[src/rtl/tbg_pkg.sv]
// Package: register map, field layouts and constants of the timer rate generator
// Contract
// - Transmit-select 1 takes transmit rate from here
// - Receive-select likewise, independent of transmit
// - High-byte rollover reloads count from reload pair
// - Bit rate is overflow rate over 16
// - Rate mode counts every 1 or 2 osc
// - Timer mode counts every 6 or 12 osc
// - Bit rate osc over n times period
// - Rate mode only while a select bit set
// - Rate-mode rollover sets no overflow flag
// - Rate-mode trigger edge sets flag, no reload
// - Rate mode may count external pin edges
// - Timer control set-up values as listed
// - Trigger edge reloads/captures except rate mode
// - Counter control set-up values as listed
// - Up/down enable masks external flag interrupt
package tbg_pkg;
  localparam int ADDR_W = 5;
  localparam logic [ADDR_W-1:0] ADDR_CTRL = 5'h00;
  localparam logic [ADDR_W-1:0] ADDR_MODE = 5'h04;
  localparam logic [ADDR_W-1:0] ADDR_COUNT = 5'h08;
  localparam logic [ADDR_W-1:0] ADDR_RELOAD = 5'h0C;
  localparam logic [ADDR_W-1:0] ADDR_CFG = 5'h10;
  localparam logic [7:0] CTRL_RESET = 8'h00;
  localparam logic [7:0] MODE_RESET = 8'h00;
  localparam logic [15:0] COUNT_TOP = 16'hFFFF;
  localparam logic [15:0] COUNT_ZERO = 16'h0000;
  localparam logic [1:0] RESP_OKAY = 2'h0;
  localparam logic [1:0] RESP_SLVERR = 2'h2;
  // Oscillator prescaler: machine cycle is 12 or 6 oscillator periods
  localparam logic [3:0] PRE_LAST_12 = 4'hB;
  localparam logic [3:0] PRE_HALF_6 = 4'h5;
  // Sixteen overflows per bit period
  localparam logic [3:0] BIT_DIV_LAST = 4'hF;

  // ************************************************************
  // Register layouts
  // ************************************************************
  typedef struct packed {
    logic overflow_flag;
    logic external_trigger_flag;
    logic rx_rate_source_select;
    logic tx_rate_source_select;
    logic external_trigger_enable;
    logic run_control;
    logic timer_counter_select;
    logic capture_reload_select;
  } tbg_ctrl_t;

  typedef struct packed {
    logic [5:0] reserved;
    logic timer_output_enable;
    logic up_down_count_enable;
  } tbg_mode_t;

  typedef struct packed {
    logic [7:0] count_high_byte;
    logic [7:0] count_low_byte;
  } tbg_count_t;

  typedef struct packed {
    logic [7:0] reload_high_byte;
    logic [7:0] reload_low_byte;
  } tbg_reload_t;

  typedef struct packed {
    logic aw_full;
    logic [ADDR_W-1:0] awaddr;
    logic w_full;
    logic [31:0] wdata;
    logic [3:0] wstrb;
    logic bvalid;
    logic [1:0] bresp;
    logic rvalid;
    logic [31:0] rdata;
    logic [1:0] rresp;
  } tbg_bus_t;
endpackage : tbg_pkg

[src/rtl/tbg_top.sv]
// Module: timer rate generator with AXI4-Lite register access
`timescale 1ns/1ps
module tbg_top
  import tbg_pkg::*;
(
  input wire logic CLK_I,
  input wire logic RST_I,
  input wire logic [ADDR_W-1:0] AWADDR_I,
  input wire logic [2:0] AWPROT_I,
  input wire logic AWVALID_I,
  output logic AWREADY_O,
  input wire logic [31:0] WDATA_I,
  input wire logic [3:0] WSTRB_I,
  input wire logic WVALID_I,
  output logic WREADY_O,
  output logic [1:0] BRESP_O,
  output logic BVALID_O,
  input wire logic BREADY_I,
  input wire logic [ADDR_W-1:0] ARADDR_I,
  input wire logic [2:0] ARPROT_I,
  input wire logic ARVALID_I,
  output logic ARREADY_O,
  output logic [31:0] RDATA_O,
  output logic [1:0] RRESP_O,
  output logic RVALID_O,
  input wire logic RREADY_I,
  input wire logic EXT_COUNT_PIN_I,
  input wire logic TRIGGER_PIN_I,
  input wire logic TIMER1_OVF_I,
  output logic TX_RATE_TICK_O,
  output logic RX_RATE_TICK_O,
  output logic CLOCK_OUT_O,
  output logic TIMER_INT_O
);

  // ************************************************************
  // State
  // ************************************************************
  typedef struct packed {
    tbg_bus_t bus;
    tbg_ctrl_t ctrl;
    tbg_mode_t mode;
    logic six_clock;
    tbg_count_t count;
    tbg_reload_t reload;
    logic [3:0] bit_div;
    logic tx_tick;
    logic rx_tick;
    logic clock_out;
  } tbg_state_t;

  tbg_state_t s;
  tbg_state_t next_s;

  logic ext_fall;
  logic trig_level;
  logic trig_fall;
  logic fast_tick;
  logic machine_tick;

  tbg_sync_edge u_count_pin (
    .clk_i(CLK_I),
    .rst_i(RST_I),
    .pin_i(EXT_COUNT_PIN_I),
    .level_o(),
    .fall_o(ext_fall)
  );

  tbg_sync_edge u_trigger_pin (
    .clk_i(CLK_I),
    .rst_i(RST_I),
    .pin_i(TRIGGER_PIN_I),
    .level_o(trig_level),
    .fall_o(trig_fall)
  );

  tbg_prescale u_prescale (
    .clk_i(CLK_I),
    .rst_i(RST_I),
    .six_clock_i(s.six_clock),
    .fast_tick_o(fast_tick),
    .machine_tick_o(machine_tick)
  );

  // Byte-lane merge for a register write
  function automatic logic [15:0] merge16(input logic [15:0] old,
                                          input logic [31:0] data,
                                          input logic [3:0] strb);
    logic [15:0] res;
    res = old;
    if (strb[0]) begin
      res[7:0] = data[7:0];
    end
    if (strb[1]) begin
      res[15:8] = data[15:8];
    end
    return res;
  endfunction : merge16

  function automatic logic mapped(input logic [ADDR_W-1:0] a);
    return (a == ADDR_CTRL) || (a == ADDR_MODE) || (a == ADDR_COUNT) ||
           (a == ADDR_RELOAD) || (a == ADDR_CFG);
  endfunction : mapped

  // ************************************************************
  // Next-state logic
  // ************************************************************
  logic rate_mode;
  logic up_down_active;
  logic inc;
  logic wr_fire;
  logic ovf;
  logic [15:0] wr16;

  always_comb begin
    next_s = s;
    ovf = 1'b0;
    wr16 = 16'h0000;
    rate_mode = s.ctrl.rx_rate_source_select | s.ctrl.tx_rate_source_select;
    up_down_active = s.mode.up_down_count_enable & ~rate_mode &
                     ~s.ctrl.capture_reload_select;
    // Counter source: pin edge, or oscillator-derived tick
    inc = s.ctrl.run_control &
          (s.ctrl.timer_counter_select ? ext_fall :
           (rate_mode ? fast_tick : machine_tick));
    wr_fire = s.bus.aw_full & s.bus.w_full & ~s.bus.bvalid;

    // Bus channel acceptance
    if (AWVALID_I && AWREADY_O) begin
      next_s.bus.aw_full = 1'b1;
      next_s.bus.awaddr = AWADDR_I;
    end
    if (WVALID_I && WREADY_O) begin
      next_s.bus.w_full = 1'b1;
      next_s.bus.wdata = WDATA_I;
      next_s.bus.wstrb = WSTRB_I;
    end
    if (BVALID_O && BREADY_I) begin
      next_s.bus.bvalid = 1'b0;
    end
    if (RVALID_O && RREADY_I) begin
      next_s.bus.rvalid = 1'b0;
    end
    if (ARVALID_I && ARREADY_O) begin
      next_s.bus.rvalid = 1'b1;
      next_s.bus.rresp = mapped(ARADDR_I) ? RESP_OKAY : RESP_SLVERR;
      case (ARADDR_I)
        ADDR_CTRL: next_s.bus.rdata = {24'h000000, s.ctrl};
        ADDR_MODE: next_s.bus.rdata = {24'h000000, 6'h00, s.mode[1:0]};
        ADDR_COUNT: next_s.bus.rdata = {16'h0000, s.count};
        ADDR_RELOAD: next_s.bus.rdata = {16'h0000, s.reload};
        ADDR_CFG: next_s.bus.rdata = {31'h00000000, s.six_clock};
        default: next_s.bus.rdata = 32'h00000000;
      endcase
    end

    // Control writes first so hardware flag sets below win
    if (wr_fire) begin
      next_s.bus.aw_full = 1'b0;
      next_s.bus.w_full = 1'b0;
      next_s.bus.bvalid = 1'b1;
      next_s.bus.bresp = mapped(s.bus.awaddr) ? RESP_OKAY : RESP_SLVERR;
      if (s.bus.wstrb[0]) begin
        case (s.bus.awaddr)
          ADDR_CTRL: next_s.ctrl = s.bus.wdata[7:0];
          ADDR_MODE: next_s.mode = {6'h00, s.bus.wdata[1:0]};
          ADDR_CFG: next_s.six_clock = s.bus.wdata[0];
          default: next_s.six_clock = s.six_clock;
        endcase
      end
    end

    // Counting, overflow and reload
    if (inc) begin
      if (up_down_active && !trig_level) begin
        if (s.count == s.reload) begin
          next_s.count = COUNT_TOP;
          next_s.ctrl.overflow_flag = 1'b1;
          next_s.ctrl.external_trigger_flag = ~s.ctrl.external_trigger_flag;
        end else begin
          next_s.count = s.count - 16'h0001;
        end
      end else if (s.count == COUNT_TOP) begin
        ovf = 1'b1;
        if (s.ctrl.capture_reload_select && !rate_mode) begin
          next_s.count = COUNT_ZERO;
        end else begin
          next_s.count = s.reload;
        end
        if (!rate_mode) begin
          next_s.ctrl.overflow_flag = 1'b1;
        end
        if (up_down_active) begin
          next_s.ctrl.external_trigger_flag = ~s.ctrl.external_trigger_flag;
        end
      end else begin
        next_s.count = s.count + 16'h0001;
      end
    end

    // Trigger edge: flag in every mode but up/down counting, capture or reload only outside rate mode
    if (trig_fall && s.ctrl.external_trigger_enable && !up_down_active) begin
      next_s.ctrl.external_trigger_flag = 1'b1;
      if (!rate_mode) begin
        if (s.ctrl.capture_reload_select) begin
          next_s.reload = s.count;
        end else begin
          next_s.count = s.reload;
        end
      end
    end

    // Count and reload writes override the hardware; software must stop first
    if (wr_fire && (s.bus.awaddr == ADDR_COUNT)) begin
      wr16 = merge16(s.count, s.bus.wdata, s.bus.wstrb);
      next_s.count = wr16;
    end
    if (wr_fire && (s.bus.awaddr == ADDR_RELOAD)) begin
      wr16 = merge16(s.reload, s.bus.wdata, s.bus.wstrb);
      next_s.reload = wr16;
    end

    // Sixteen overflows make one bit period
    if (ovf) begin
      next_s.bit_div = s.bit_div + 4'h1;
    end
    next_s.tx_tick = s.ctrl.tx_rate_source_select ?
                     (ovf && (s.bit_div == BIT_DIV_LAST)) : TIMER1_OVF_I;
    next_s.rx_tick = s.ctrl.rx_rate_source_select ?
                     (ovf && (s.bit_div == BIT_DIV_LAST)) : TIMER1_OVF_I;
    if (ovf && s.mode.timer_output_enable) begin
      next_s.clock_out = ~s.clock_out;
    end
  end

  always_ff @(posedge CLK_I or posedge RST_I) begin
    if (RST_I) begin
      s <= '0;
      s.ctrl <= CTRL_RESET;
      s.mode <= MODE_RESET;
    end else begin
      s <= next_s;
    end
  end

  // ************************************************************
  // Outputs
  // ************************************************************
  assign AWREADY_O = ~s.bus.aw_full & ~s.bus.bvalid;
  assign WREADY_O = ~s.bus.w_full & ~s.bus.bvalid;
  assign BVALID_O = s.bus.bvalid;
  assign BRESP_O = s.bus.bresp;
  assign ARREADY_O = ~s.bus.rvalid;
  assign RVALID_O = s.bus.rvalid;
  assign RDATA_O = s.bus.rdata;
  assign RRESP_O = s.bus.rresp;
  assign TX_RATE_TICK_O = s.tx_tick;
  assign RX_RATE_TICK_O = s.rx_tick;
  assign CLOCK_OUT_O = s.clock_out;
  // Interrupt gating lives outside; only the request level is formed here
  assign TIMER_INT_O = s.ctrl.overflow_flag |
                       (s.ctrl.external_trigger_flag & ~s.mode.up_down_count_enable);
endmodule : tbg_top

[src/rtl/tbg_sync_edge.sv]
// Module: two-stage pin synchroniser with falling-edge detect
`timescale 1ns/1ps
module tbg_sync_edge
  import tbg_pkg::*;
(
  input wire logic clk_i,
  input wire logic rst_i,
  input wire logic pin_i,
  output logic level_o,
  output logic fall_o
);
  typedef struct packed {
    logic meta;
    logic sync;
    logic last;
  } tbg_sync_t;

  tbg_sync_t s;
  tbg_sync_t next_s;

  always_comb begin
    next_s = s;
    next_s.meta = pin_i;
    next_s.sync = s.meta;
    next_s.last = s.sync;
  end

  always_ff @(posedge clk_i or posedge rst_i) begin
    if (rst_i) begin
      s <= '{meta: 1'b1, sync: 1'b1, last: 1'b1};
    end else begin
      s <= next_s;
    end
  end

  // Only the second stage and its delayed copy feed logic
  assign level_o = s.sync;
  assign fall_o = s.last & ~s.sync;
endmodule : tbg_sync_edge

[src/rtl/tbg_prescale.sv]
// Module: oscillator prescaler giving rate-mode and machine-cycle ticks
`timescale 1ns/1ps
module tbg_prescale
  import tbg_pkg::*;
(
  input wire logic clk_i,
  input wire logic rst_i,
  input wire logic six_clock_i,
  output logic fast_tick_o,
  output logic machine_tick_o
);
  typedef struct packed {
    logic [3:0] phase;
  } tbg_pre_t;

  tbg_pre_t s;
  tbg_pre_t next_s;

  always_comb begin
    next_s = s;
    next_s.phase = (s.phase == PRE_LAST_12) ? 4'h0 : s.phase + 4'h1;
  end

  always_ff @(posedge clk_i or posedge rst_i) begin
    if (rst_i) begin
      s <= '0;
    end else begin
      s <= next_s;
    end
  end

  // Every oscillator period in 6-clock mode, every second one otherwise
  assign fast_tick_o = six_clock_i | s.phase[0];
  assign machine_tick_o = (s.phase == PRE_LAST_12) |
                          (six_clock_i & (s.phase == PRE_HALF_6));
endmodule : tbg_prescale

[config.mk]
export PLATFORM = sky130hd
export DESIGN_NAME = tbg_top
export DESIGN_NICKNAME = d
export VERILOG_FILES = /design/src/rtl/tbg_pkg.sv /design/src/rtl/tbg_top.sv /design/src/rtl/tbg_sync_edge.sv /design/src/rtl/tbg_prescale.sv
export SDC_FILE = /design/constraint.sdc
export NUM_CORES = 1
export LEC_CHECK = 0
export BUFFER_PORTS_ARGS = -buffer_cell sky130_fd_sc_hd__buf_2
export CAP_MARGIN = 20
export CORE_UTILIZATION = 25
export CTS_BUF_LIST = sky130_fd_sc_hd__clkbuf_16
export DETAILED_ROUTE_END_ITERATION = 8
export GPL_ROUTABILITY_DRIVEN = 0
export PLACE_DENSITY_LB_ADDON = 0.2
export RECOVER_POWER = 25
export SYNTH_ARGS = -nofsm -noshare
export SYNTH_HDL_FRONTEND = slang
export SYNTH_SLANG_ARGS = --single-unit
[constraint.sdc]
create_clock -name CLK_I -period 3.5 [get_ports CLK_I]
set_input_delay 0.525 -clock CLK_I [delete_from_list [all_inputs] [get_ports CLK_I]]
set_output_delay 0.525 -clock CLK_I [all_outputs]
set_load 0.01 [all_outputs]
; After elaboration in Yosys (flattened, before gate mapping)
; Index checks and enable logic that the tools add are counted.
[word_totals]
ff_bits = 141
in_bits = 62
output_inout_bits = 45
word_cells = 165
[op_classes]
add_sub_neg = 4
eq_ne = 18
muxes = 44
bitwise = 26
reduce_logical = 37
[op_table]
columns = op, count
row1 = 2-to-1 mux 16 bit, 9
row2 = one-hot mux 16 bit (5 select lines), 1
row3 = 2-to-1 mux 32 bit, 2
row4 = 2-to-1 mux 37 bit, 1
row5 = 2-to-1 mux 35 bit, 1
row6 = 2-to-1 mux 17 bit, 2
row7 = 2-to-1 mux 8 bit, 3
row8 = equality test 5 x 4 -> 1 bit (second input constant), 4
row9 = adder 16 x 1 -> 16 bit (second input constant), 1
row10 = equality test 16 bit, 1
row11 = equality test 16 bit (second input constant), 1
row12 = subtractor 16 x 1 -> 16 bit (second input constant), 1
row13 = 2-to-1 mux 1 bit, 15
row14 = 2-to-1 mux 2 bit, 7
row15 = logical AND 1 bit, 13
row16 = nonzero test 2 bit, 6
row17 = AND 1 bit, 11
row18 = inverter 1 bit, 11
row19 = equality test 5 x 3 -> 1 bit (second input constant), 2
row20 = equality test 5 bit (second input constant), 2
row21 = logical NOT 5 bit, 2
row22 = AND reduction 3 bit, 3
row23 = adder 4 x 1 -> 4 bit (second input constant), 2
row24 = equality test 4 bit (second input constant), 2
row25 = other kinds (10), 26

; Depth between registers and ports, before layout
[depth]
word_depth = 11
ltp_mapped = 9
depth_no_buf = 8

; Hierarchy
; Synthesis repeated with hierarchy kept, for this count alone.
[hier_totals]
hier_cells = 675
area_unflattened_um2 = 6523.8
[by_module_without_submodules]
columns = module, n_inst, cells_per_inst, area_each_um2, seq_area_each_um2
row1 = tbg_top, 1, 643, 6107.1, 2377.3
row2 = tbg_prescale, 1, 22, 224.0, 100.1
row3 = tbg_sync_edge, 2, 5, 96.3, 78.8

; Worst setup path before layout
; Ideal clock, no wire load.
[synth_timing]
path_type = register to register
startpoint = reg s[23] (netlist name)
endpoint = reg s[33] (netlist name)
setup_time_ns = 0.126
arrival_time_ns = 2.127
t_required_ns = 3.374
slack_ns = 1.247
stages_incl_launch_ff = 10
n_path_buf = 1
period_less_slack_ns = 2.253
cell_sequence = dfrtp_1 clkbuf_1 inv_1 ha_1 nor3b_1 nand2_1 or4_1 xnor2_1 o221ai_1 o21ai_1
[synth_between]
elab_chain_len = 8
elab_cells_between_ends = 12
cone_classes = add/sub (2) / eq/ne (2) / mux (8)
[synth_rtl]
columns = element, line_no
row1 = start: declaration, tbg_top.sv:52  ; tbg_state_t s;
row2 = start signal: assignment, tbg_top.sv:242  ; s <= next_s;
row3 = "adder 16 x 1 -> 16 bit, or another cell as far along", tbg_top.sv:197  ; next_s.count = s.count + 16'h0001;
row4 = "2-to-1 mux 16 bit, on equally long branches", "tbg_top.sv:183, tbg_top.sv:176"
row5 = 2-to-1 mux 16 bit *, tbg_top.sv:175  ; if (up_down_active && !trig_level) begin
row6 = 2-to-1 mux 16 bit *, tbg_top.sv:174  ; if (inc) begin
row7 = 2-to-1 mux 16 bit, tbg_top.sv:205  ; if (s.ctrl.capture_reload_select) begin
row8 = 2-to-1 mux 32 bit, tbg_top.sv:204  ; if (!rate_mode) begin
row9 = 2-to-1 mux 32 bit *, tbg_top.sv:202  ; if (trig_fall && s.ctrl.external_trigger_enable && !up_down_active) begin
row10 = 2-to-1 mux 16 bit *, tbg_top.sv:214  ; if (wr_fire && (s.bus.awaddr == ADDR_COUNT)) begin
; Every way passes the cells marked *; elsewhere a longest branch is shown, timed or not. The select of a mux whose other input is x is not followed.
; A chain may end at the register's enable or synchronous reset.

; Final worst setup path
[layout_timing]
startpoint = reg s[24] (netlist name)
endpoint = reg s[28] (netlist name)
; Same word-level chain as after synthesis.

==> impl_metrics.csv <==
group,metric,value,unit
run_status,status,"complete, no violations",
flow_run,maxCapViolations,0,
timing,slew_violations,0,
synth,synth_flop_cell,"dfrtp_1",
grt,antenna_found_initial,0,
power_and_ir_drop,p_comb_frac,0.363,
detailed_routing,via_per_inst,4.88,
grt,grt_pass1_wl,30100,um
clock_tree,cts.path.max_buffers,2,
floorplanning,initial_utilization,0.253,
power_and_ir_drop,leakagePower,3.09,nW
floorplanning,core,25100,um^2
final_layout,stdcell_count,1027,
detailed_routing,routed_wl,18900,um
timing,hold_slack,254,ps
detailed_routing,wl_per_cell,18.4,um
detailed_routing,initialDrtViolationCount,334,
timing,finalHoldViolations,0,
critical_path,cp-start-kind,"flip-flop",
critical_path,cp_max_fo,12,
clock_tree,clkTransAtPathRegs,80,ps
synth,async_flop_share,1.00,
place,dp_hpwl,13200,um
synth,synth_seq_cells,105,
timing,clock_skew,9.99,ps
timing,period_share,0.798,
final_layout,post-route-cell-area,7130,um^2
synth,synth_top_cell_by_area,"dfrtp_1",
synth,synth_edf_count,0,
power_and_ir_drop,power_switching,2.07,mW
clock_tree,cts_tree,"yes",
clock_tree,clock-sinks,105,
synth,yosys.area.top_type_share,0.389,
synth,synth_cells,664,
grt,grt_pass1_vias,4837,
timing,post-route-min-period,2790,ps
power_and_ir_drop,sw_frac_of_total,0.413,
worst_hold_path,min_path_cells,1,
power_and_ir_drop,p_per_area,705,nW/um^2
floorplanning,dieArea,26100,um^2
final_layout,n_antenna_cell,0,
place,placed_cells,1011,
timing,worst_slew_pin_slew,983,ps
final_layout,nNetsFinal,759,
floorplanning,rows,58,
synth,ys_types,73,
timing,rsz0062_at_grt,"false",
power_and_ir_drop,ir_drop,0.321,mV
power_and_ir_drop,p_int,2.95,mW
synth,yosys_warnings,0,
final_layout,mostFrequentLayoutCells,"99 x dfrtp_1, 64 x buf_2, 59 x nand2_1",
worst_hold_path,min_path_type,"in2reg",
critical_path,crit_required,3790,ps
floorplanning,fp.dieH,162,um
clock_tree,cts_hold_repair.buffers,0,
floorplanning,die_w,162,um
timing,setup_viol,0,
detailed_routing,drc,0,
synth,yosysSeqAreaShare,0.414,
critical_path,criticalPathCategory,"reg2reg",
critical_path,r2r-end,"s[28]$_DFFE_PP0P_",
final_layout,layout-drive-gt1-share,0.231,
grt,overflow,0,
synth,avgSynthCellArea,9.59,um^2
power_and_ir_drop,p_seq_frac,0.438,
clock_tree,cts-root-buf,"clkbuf_16",
detailed_routing,vias,5008,
final_layout,area_growth_syn_to_layout,12.0,%
worst_hold_path,min_delay_worst_endpoint,"u_count_pin.next_s[1]$_DFF_PP1_",
clock_tree,cts_max_level,3,
critical_path,r2r_start,"s[24]$_DFFE_PP0P_",
detailed_routing,first_pass_iters,5,
timing,setup-tns-final,0,ps
grt,grt_max_degree,106,
place,placedInstanceArea,6850,um^2
synth,synth_area_leaders,"dfrtp_1 39%, mux2_2 6.7%, buf_4 4.4%, xor2_1 4.3%, nand2_1 3.5%",
critical_path,rr_worst_depth,8,
grt,grt_usage,0.151,
clock_tree,insertion_delay,370,ps
clock_tree,cts_buffers,9,
clock_tree,postCtsResizedCells,0,
clock_tree,cts_setup_buffers,0,
power_and_ir_drop,p_clk_frac,0.199,
final_layout,final_common_cell,"dfrtp_1",
timing,maxSlewHeadroom,0.345,
worst_hold_path,min-delay-start,"EXT_COUNT_PIN_I",
critical_path,cp.arrival,3080,ps
place,io_buffers,64,
synth,synth.cell_area,6360,um^2
critical_path,end_kind,"flip-flop",
floorplanning,boundaryPins,107,
critical_path,reg2reg_slack,710,ps
timing,max_freq,0.358,GHz
detailed_routing,ant_nets,0,
## cell type report
cell class              count  area (um^2)
fillers                  2735        18000
multi-input cells         478         3270
flip-flops and latches    105         2640
repair buffers             82          468
well taps                 330          413
clock buffers               9          225
inverters                  16         61.3
clock inverters             7         53.8
## cells in the mapped netlist, drive strengths merged, types with 5 or more instances
master	count
o21ai	45
o31ai	9
nand2b	6
nor3	15
dfstp	6
buf	54
xor2	31
mux2	39
ha	5
nor2	40
dfrtp	99
o211ai	6
a22oi	22
nand2	59
nor4	10
a211oi	5
o221ai	6
a21oi	40
a221oi	6
nor2b	6
mux2i	21
nand3	12
inv	16
clkbuf	28
nand4	5
xnor2	11
## metal layers
| layer | up-vias | share of wire | GRT usage |
|---|---|---|---|
| li1 | 2399 | - | - |
| met1 | 2459 | 0.50 | 0.223 |
| met2 | 135 | 0.44 | 0.226 |
| met3 | 15 | 0.047 | 0.0270 |
| met4 | 0 | 0.011 | 0.0386 |
| met5 | - | 0 | 0 |
## state kept, by name (all words and copies together), names as in the netlist
signal / count
BRESP_O: 1
u_count_pin.s: 1
u_trigger_pin.level_o: 1
RRESP_O: 1
RX_RATE_TICK_O: 1
RVALID_O: 1
BVALID_O: 1
u_prescale.s: 4
u_trigger_pin.s: 1
CLOCK_OUT_O: 1
s: 72
u_count_pin.level_o: 1
RDATA_O: 16
TX_RATE_TICK_O: 1
u_count_pin.next_s: 1
u_trigger_pin.next_s: 1
## worst max path at each step
stage | endpoint | startpoint | cells past startpoint
floorplan | BRESP_O[1]$_DFFE_PP0P_ | RST_I | 1
global placement | s[28]$_DFFE_PP0P_ | s[24]$_DFFE_PP0P_ | 8
detailed placement | s[28]$_DFFE_PP0P_ | s[24]$_DFFE_PP0P_ | 8
CTS | s[28]$_DFFE_PP0P_ | s[24]$_DFFE_PP0P_ | 8
global route | s[28]$_DFFE_PP0P_ | s[24]$_DFFE_PP0P_ | 8
finish | s[28]$_DFFE_PP0P_ | s[24]$_DFFE_PP0P_ | 8
## per-stage QoR
stage	setup slack, ps	total power, mW	utilization
after floorplan	224	3.46	-
after global placement	810	4.04	0.273
after detailed placement	757	4.04	0.273
after CTS	733	5.07	0.284
after global routing	526	5.38	0.284
final	707	5.02	0.284
## logic make-up (layout without fill, tap and decap cells)
family / Yosys count / in the layout / share of synthesized area
compound gates: 168 / 168 / 0.173
buf+inv: 98 / 114 / 0.0837
xor+xnor: 42 / 42 / 0.0578
mux: 62 / 62 / 0.109
fa+ha+maj: 5 / 5 / 0.00983
flops: 105 / 105 / 0.414
other cells: 1 / 18 / 0.000589
simple gates: 183 / 183 / 0.152
## power groups by stage
| stage | combinational [mW] | sequential (mW) | clock, mW |
|---|---|---|---|
| 2_1_floorplan | 1.61 | 1.85 | 0 |
| 3_3_place_gp | 1.82 | 2.22 | 0 |
| 3_5_place_dp | 1.83 | 2.22 | 0 |
| 4_1_cts | 1.83 | 2.19 | 1.04 |
| 5_1_grt | 2.02 | 2.28 | 1.07 |
| 6_report | 1.82 | 2.20 | 1.00 |
## critical path, cell delays in order, from the launching register on
cell	delay, ps
dfrtp_1	550
ha_1	270
nand3_1	230
nor2_1	400
o2111a_1	600
buf_4	240
a221o_1	140
o211ai_1	90
a21oi_1	180
(Power assumes the default switching activity.)
